--- src/iowdt_pkg.sv ---
package iowdt_pkg;
	localparam logic [15:0] PORT_ADDR = 16'h0443;
	localparam int ADDR_W = 16;
	localparam logic [7:0] TIMEOUT_MIN = 8'h01;
	localparam logic [7:0] TIMEOUT_MAX = 8'h3e;
	localparam logic [7:0] RST_INTERVAL = 8'h00;
	localparam int CLK_HZ = 100000000;
	localparam int TICK_MS = 1000;
	localparam int TICK_CYCLES = (CLK_HZ / 1000) * TICK_MS;
	localparam int EXPIRE_PULSE_CYCLES = 16;
	typedef enum logic [1:0]
	{
		IOWDT_IDLE = 2'b00,
		IOWDT_RUN = 2'b01,
		IOWDT_FIRED = 2'b10
	} iowdt_state_t;
endpackage : iowdt_pkg

--- src/iowdt_tick.sv ---
module iowdt_tick #(
	parameter int TICK_CYCLES = iowdt_pkg::TICK_CYCLES
) (
	// Clock and reset
	input wire logic sys_clk_i,
	input wire logic rst_n_i,
	// Control
	input wire logic restart_i,
	output logic tick_o
);
	localparam int CW = $clog2(TICK_CYCLES + 1);
	logic [CW-1:0] count;

	initial
	begin
		if (TICK_CYCLES < 2)
			$error("TICK_CYCLES must be at least 2");
	end

	// Restart realigns the second boundary to the write
	always_ff @(posedge sys_clk_i or negedge rst_n_i)
	begin
		if (!rst_n_i)
		begin
			count <= '0;
			tick_o <= 1'b0;
		end
		else if (restart_i)
		begin
			count <= '0;
			tick_o <= 1'b0;
		end
		else if (count == CW'(TICK_CYCLES - 1))
		begin
			count <= '0;
			tick_o <= 1'b1;
		end
		else
		begin
			count <= count + CW'(1);
			tick_o <= 1'b0;
		end
	end
endmodule : iowdt_tick

--- src/iowdt_top.sv ---
// What this block does
// - A nonzero byte write to port 0x443 loads the interval and starts countdown.
// - Byte 0x01..0x3e means 1..62 seconds, one second per count.
// - Each nonzero write while running restarts with the new interval.
// - A read of the port stops and disables the watchdog.
// - On expiry assert CPU reset or an interrupt request, as selected.
module iowdt_top #(
	parameter int TICK_CYCLES = iowdt_pkg::TICK_CYCLES,
	parameter int PULSE_CYCLES = iowdt_pkg::EXPIRE_PULSE_CYCLES
) (
	// Clock and reset
	input wire logic sys_clk_i,
	input wire logic rst_n_i,
	// Host I/O port, one-cycle strobes
	input wire logic [iowdt_pkg::ADDR_W-1:0] io_addr_i,
	input wire logic io_wr_i,
	input wire logic io_rd_i,
	input wire logic [7:0] io_wdata_i,
	output logic [7:0] io_rdata_o,
	output logic io_rvalid_o,
	// Expiry response selection, 1 = interrupt, 0 = reset
	input wire logic resp_irq_sel_i,
	// Expiry outputs
	output logic cpu_reset_o,
	output logic irq_o,
	// Status
	output logic running_o
);
	initial
	begin
		if (PULSE_CYCLES < 1 || PULSE_CYCLES > 255)
			$error("PULSE_CYCLES out of range");
		if (TICK_CYCLES < 2)
			$error("TICK_CYCLES must be at least 2");
		if (iowdt_pkg::TIMEOUT_MAX < iowdt_pkg::TIMEOUT_MIN)
			$error("Timeout limits reversed");
	end

	iowdt_pkg::iowdt_state_t state;
	logic [7:0] remaining;
	logic [7:0] interval;
	logic [7:0] pulse_cnt;
	logic sel_s1;
	logic sel_s2;
	logic resp_irq;
	logic tick;
	logic hit;
	logic wr_hit;
	logic rd_hit;
	logic valid_val;
	logic acc_hit;
	logic [7:0] load_val;

	function automatic logic [7:0] clamp_interval(input logic [7:0] v);
		if (v > iowdt_pkg::TIMEOUT_MAX)
			return iowdt_pkg::TIMEOUT_MAX;
		return v;
	endfunction : clamp_interval

	// Expiry level, cut short by any access to the port
	function automatic logic expiry_level(
		input iowdt_pkg::iowdt_state_t s,
		input logic irq_mode,
		input logic want_irq,
		input logic access
	);
		return (s == iowdt_pkg::IOWDT_FIRED) && (irq_mode == want_irq)
			&& !access;
	endfunction : expiry_level

	// Port decode
	assign hit = (io_addr_i == iowdt_pkg::PORT_ADDR);
	assign acc_hit = wr_hit || rd_hit;
	assign wr_hit = hit && io_wr_i;
	assign rd_hit = hit && io_rd_i && !io_wr_i;
	assign valid_val = (io_wdata_i >= iowdt_pkg::TIMEOUT_MIN);
	assign load_val = clamp_interval(io_wdata_i);

	// Second tick, realigned on each write to the port, ignored zero writes included
	iowdt_tick #(
		.TICK_CYCLES(TICK_CYCLES)
	) u_tick (
		.sys_clk_i(sys_clk_i),
		.rst_n_i(rst_n_i),
		.restart_i(wr_hit),
		.tick_o(tick)
	);

	// Strap synchroniser
	always_ff @(posedge sys_clk_i or negedge rst_n_i)
	begin
		if (!rst_n_i)
		begin
			sel_s1 <= 1'b0;
			sel_s2 <= 1'b0;
		end
		else
		begin
			sel_s1 <= resp_irq_sel_i;
			sel_s2 <= sel_s1;
		end
	end

	// Response latched while idle so it stays static during a countdown
	always_ff @(posedge sys_clk_i or negedge rst_n_i)
	begin
		if (!rst_n_i)
			resp_irq <= 1'b0;
		else if (state == iowdt_pkg::IOWDT_IDLE)
			resp_irq <= sel_s2;
	end

	// Countdown state
	always_ff @(posedge sys_clk_i or negedge rst_n_i)
	begin
		if (!rst_n_i)
		begin
			state <= iowdt_pkg::IOWDT_IDLE;
			remaining <= iowdt_pkg::RST_INTERVAL;
			interval <= iowdt_pkg::RST_INTERVAL;
			pulse_cnt <= 8'h00;
		end
		else if (wr_hit && valid_val)
		begin
			// Write beats a read in the same cycle; zero is ignored
			state <= iowdt_pkg::IOWDT_RUN;
			remaining <= load_val;
			interval <= load_val;
			pulse_cnt <= 8'h00;
		end
		else if (rd_hit)
		begin
			state <= iowdt_pkg::IOWDT_IDLE;
			remaining <= iowdt_pkg::RST_INTERVAL;
			pulse_cnt <= 8'h00;
		end
		else
		begin
			case (state)
				iowdt_pkg::IOWDT_IDLE:
				begin
					pulse_cnt <= 8'h00;
				end
				iowdt_pkg::IOWDT_RUN:
				begin
					if (tick)
					begin
						if (remaining == 8'h01)
						begin
							state <= iowdt_pkg::IOWDT_FIRED;
							remaining <= 8'h00;
							pulse_cnt <= 8'(PULSE_CYCLES);
						end
						else
							remaining <= remaining - 8'h01;
					end
				end
				iowdt_pkg::IOWDT_FIRED:
				begin
					if (pulse_cnt == 8'h01)
						state <= iowdt_pkg::IOWDT_IDLE;
					pulse_cnt <= pulse_cnt - 8'h01;
				end
				default:
				begin
					state <= iowdt_pkg::IOWDT_IDLE;
				end
			endcase
		end
	end

	// CPU reset pulse
	always_ff @(posedge sys_clk_i or negedge rst_n_i)
	begin
		if (!rst_n_i)
			cpu_reset_o <= 1'b0;
		else
			cpu_reset_o <= expiry_level(state, resp_irq, 1'b0,
				acc_hit);
	end

	// Interrupt request pulse
	always_ff @(posedge sys_clk_i or negedge rst_n_i)
	begin
		if (!rst_n_i)
			irq_o <= 1'b0;
		else
			irq_o <= expiry_level(state, resp_irq, 1'b1,
				acc_hit);
	end

	// Running status, one cycle behind the state
	always_ff @(posedge sys_clk_i or negedge rst_n_i)
	begin
		if (!rst_n_i)
			running_o <= 1'b0;
		else
			running_o <= (state == iowdt_pkg::IOWDT_RUN);
	end

	// Read strobe answer, one cycle long
	always_ff @(posedge sys_clk_i or negedge rst_n_i)
	begin
		if (!rst_n_i)
			io_rvalid_o <= 1'b0;
		else
			io_rvalid_o <= rd_hit;
	end

	// Read data returns the remaining seconds
	always_ff @(posedge sys_clk_i or negedge rst_n_i)
	begin
		if (!rst_n_i)
			io_rdata_o <= 8'h00;
		else if (rd_hit)
			io_rdata_o <= remaining;
	end
endmodule : iowdt_top

--- config.mk ---
export PLATFORM = sky130hd
export DESIGN_NAME = iowdt_top
export DESIGN_NICKNAME = d
export VERILOG_FILES = /design/src/iowdt_pkg.sv /design/src/iowdt_tick.sv /design/src/iowdt_top.sv
export SDC_FILE = /design/constraint.sdc
export NUM_CORES = 1
export LEC_CHECK = 0
export BUFFER_PORTS_ARGS = -buffer_cell sky130_fd_sc_hd__clkbuf_2
export CORE_UTILIZATION = 62
export CTS_BUF_LIST = sky130_fd_sc_hd__clkbuf_16
export CTS_CLUSTER_DIAMETER = 80
export DETAILED_ROUTE_END_ITERATION = 12
export MAX_ROUTING_LAYER = met4
export PLACE_DENSITY = 0.94
export SLEW_MARGIN = 10
export SYNTH_ARGS = -nofsm -noshare
export SYNTH_HDL_FRONTEND = slang
export SYNTH_SLANG_ARGS = --single-unit
--- constraint.sdc ---
create_clock -name sys_clk_i -period 5 [get_ports sys_clk_i]
set_input_delay 0.5 -clock sys_clk_i [delete_from_list [all_inputs] [get_ports sys_clk_i]]
set_output_delay 0.5 -clock sys_clk_i [all_outputs]
set_load 0.05 [all_outputs]
==> flow_summary_export.csv <==
group,metric,value,unit
synth,synth_area_leader_cell,"dfrtp_1",
synth,synthMuxAreaShare,0.972,%
clocking,post-cts-setup-buffers,0,
power,switching_share,20.9,%
floorplan,num_rows,25,
setup_path,crit_arrival,2450,ps
sta,fin_ws,2740,ps
sta,slew_headroom,42.3,%
setup_path,r2r-start,"u_tick.count[0]$_DFF_PN0_",
global_route,grt_antenna_before_repair,0,
clocking,path_clk_slew,50,ps
synth,ys_seq_elements,61,
synth,synth_xor_area_share,7.09,%
layout,fin_cells,445,
layout,antennaDiodeCount,0,
floorplan,die_width,72.6,um
sta,fin_crit_sh,45.1,%
sta,drv_slew,0,
sta,worstMarginPinSlew,866,ps
setup_path,crit_type,"reg2reg",
setup_path,startpoint_type,"flop",
synth,netlist_area,3090,sq um
place,place_congestion,0.929,
global_route,grt_start_max_net_pins,62,
setup_path,critical-path-max-stage-delay,450,ps
synth,ys_warn_count,0,
global_route,grt_first_pass_wirelength,11000,um
global_route,grt_remaining_overflow,0,
clocking,clockRootBuffer,"clkbuf_16",
clocking,clock-sinks,61,
synth,yosys.area_share.simple,26.8,%
place,dp_slack,2600,ps
floorplan,core,4750,sq um
global_route,grt_use_total,28.7,%
layout,drive_gt1_share,16.7,%
place,hpwl,4430,um
routing,drc,0,
routing,vias_per_cell,6.01,
floorplan,io_pins,41,
sta,finClkSkew,4.17,ps
clocking,cts_tree,"built",
sta,finalSetupTns,0,ps
sta,rsz0062_at_grt,"no",
synth,synth.distinct_cells,50,
setup_path,critical-path-top-delay-family,"simple AND/OR/NAND/NOR gates",
floorplan,die_area,5270,sq um
power,p_per_area,332,nW/um^2
routing,wl,6560,um
power,p_total,0.00121,W
place,placed_area,3340,sq um
clocking,clock_path_buffers,2,
floorplan,chipHeight,72.6,um
setup_path,crit_chain,"ha_1, nand3_1, or3_1, or3_1, nand2_2, nor2_1",
sta,final-hold-violation-count,0,
power,power.leakage,1.67,nW
global_route,grt_pass1_vias,2443,
clocking,clkLatencyLatePin,330,ps
setup_path,r2r_setup_slack,2740,ps
layout,finalNetCount,410,
synth,synth_top_family_by_area,"simple AND/OR/NAND/NOR gates",
layout,final_area,3650,sq um
floorplan,start_util,64.9,%
synth,synth.area.top_cells,"dfrtp_1 49%, nor2_1 7.3%, xor2_1 5.1%",
synth,synth-main-ff-cell,"dfrtp_1",
clocking,ctsHoldBuffers,0,
hold_path,worstHoldPathType,"in2reg",
synth,synth_edf_count,0,
run_status,status,"finished clean",
routing,vias,2674,
layout,layout.cells.most_common,"dfrtp_1",
clocking,ctsResizeCount,0,
clocking,cts_made_buffers,9,
synth,synth_compound_area_share,9.85,%
power,share_comb_of_total_power,4.1,%
synth,synth-seq-area-share,49.4,%
place,placedCellCount,429,
routing,drt-pass1-iter-count,4,
synth,synthCells,327,
power,internal_power,0.000956,W
setup_path,path_buf_inv,0,
layout,fillers,324,
setup_path,regToRegEndpoint,"u_tick.count[19]$_DFF_PN0_",
clocking,htree_levels,3,
hold_path,min-delay-start,"resp_irq_sel_i",
synth,syn_area_per_cell,9.44,sq um
power,p_clk_share,52.7,%
layout,final_cell_mix,"61 x dfrtp_1, 60 x nor2_1, 40 x clkbuf_2",
routing,antenna_left,0,
setup_path,ff2ff_path_depth,6,
sta,setup_viol,0,
power,ir_drop,0.000282,V
setup_path,worst_setup_path_end_kind,"flop",
synth,ys_async_sr_fraction,100,%
setup_path,crit_fanout,26,
place,portBuffers,40,
hold_path,min_to,"sel_s1$_DFF_PN0_",
synth,syn_nets,364,
setup_path,crit_top_cell,"or3_1",
layout,syn_to_final_growth,18.1,%
setup_path,slowest_stage,"or3_1",
synth,synth_top_cell_area_share,49.4,%
sta,fmax,443,MHz
setup_path,crit_required,5190,ps
sta,finalCriticalPeriod,2260,ps
routing,drtIter0Drc,272,
routing,wire_per_inst,14.7,um
synth,synthAdderAreaFrac,3.24,%
hold_path,worstHoldPathCells,1,
run,max_cap_viol_count,0,
power,power_frac_seq,43.2,%
power,p_sw,0.000253,W
how the worst max path moves through the flow:
stage | to | slack, ps | start | depth (start not counted)
2_1_floorplan | pulse_cnt[5]$_DFFE_PN0P_ | 3020 | remaining[1]$_DFFE_PN0P_ | 8
3_3_place_gp | remaining[4]$_DFFE_PN0P_ | 2670 | io_addr_i[9] | 6
3_5_place_dp | remaining[4]$_DFFE_PN0P_ | 2600 | io_addr_i[5] | 6
4_1_cts | u_tick.count[19]$_DFF_PN0_ | 2750 | u_tick.count[0]$_DFF_PN0_ | 6
5_1_grt | u_tick.count[11]$_DFF_PN0_ | 2610 | u_tick.count[0]$_DFF_PN0_ | 6
6_report | u_tick.count[19]$_DFF_PN0_ | 2740 | u_tick.count[0]$_DFF_PN0_ | 6
cells by family after synthesis:
| logic type | Yosys count |
|---|---|
| adders and majority gates | 8 |
| DFF | 61 |
| muxes | 3 |
| buffers and inverters | 17 |
| and+or+nand+nor | 164 |
| AOI/OAI and AO/OA | 49 |
| xor gates and xnor gates | 25 |
layer usage:
layer  routed length, um  part of all wire (%)  vias to the layer above  global-route usage, %
met5                   0                     0                        -                      -
met4                 178                   2.7                        0                   13.7
met3                 435                   6.6                       18                   8.29
met2                3120                    48                      134                   42.9
met1                2830                    43                     1283                   36.1
li1                    -                     -                     1239                      -
cells in the mapped netlist (2+ instances only):
cell and number:
nor2_1 60, nand2_1 35, buf_6 2, xnor2_1 7, nand3b_1 3, ha_1 8, nor4bb_1 2, nor4_1 3
o21bai_1 2, nor4b_1 3, a31oi_1 3, o21a_1 2, o31a_1 3, or3_1 2, xor2_1 18, clkbuf_1 3
o21ai_0 9, a21oi_1 16, and2_0 2, dfrtp_1 61, mux2i_1 3, nor3_1 8, nand3_1 13, inv_1 11
nor3b_1 2, nand4_1 8, or4_1 2, or2_2 2, nand2b_1 2, o22ai_1 5, and3_1 4, and4_1 5
power groups by stage:
stage                     Sequential [W]  Clock, W  Combinational, W
after global routing            0.000522  0.000667         0.0000566
after CTS                       0.000522  0.000646         0.0000503
after global placement          0.000527         0         0.0000463
after detailed placement        0.000528         0         0.0000494
after floorplan                 0.000526         0         0.0000216
final                           0.000522  0.000637         0.0000499
state kept, by name, summed over array words and instances, names as in the netlist:
register	cells
cpu_reset_o	1
running_o	1
io_rdata_o	8
state	2
irq_o	1
resp_irq	1
remaining	8
u_tick.tick_o	1
sel_s1	1
pulse_cnt	8
io_rvalid_o	1
sel_s2	1
u_tick.count	27
per-stage QoR:
step	hold WS, ps	util [%]
global route	274	76.7
CTS	271	76.7
detailed placement	341	70.3
finish	277	76.7
floorplan	204	-
global placement	336	70.3
final cells by class:
type	instances	area, sq um	share of cell area, %
Clock buffer	9	225	6.17
Clock inverter	7	81.3	2.23
Inverter	11	41.3	1.13
Multi-Input combinational cell	249	1480	40.6
Sequential cell	61	1530	41.9
Tap cell	67	83.8	2.30
Timing Repair Buffer	41	208	5.69
worst reg2reg max path: cells and delay by family (launching register included):
kind,cells,cell delay (ps)
AND/OR/NAND/NOR,5,1490
flip-flops,1,400
adder cells (fa/ha/maj),1,220
No activity file was read; power rests on OpenSTA's default activity.
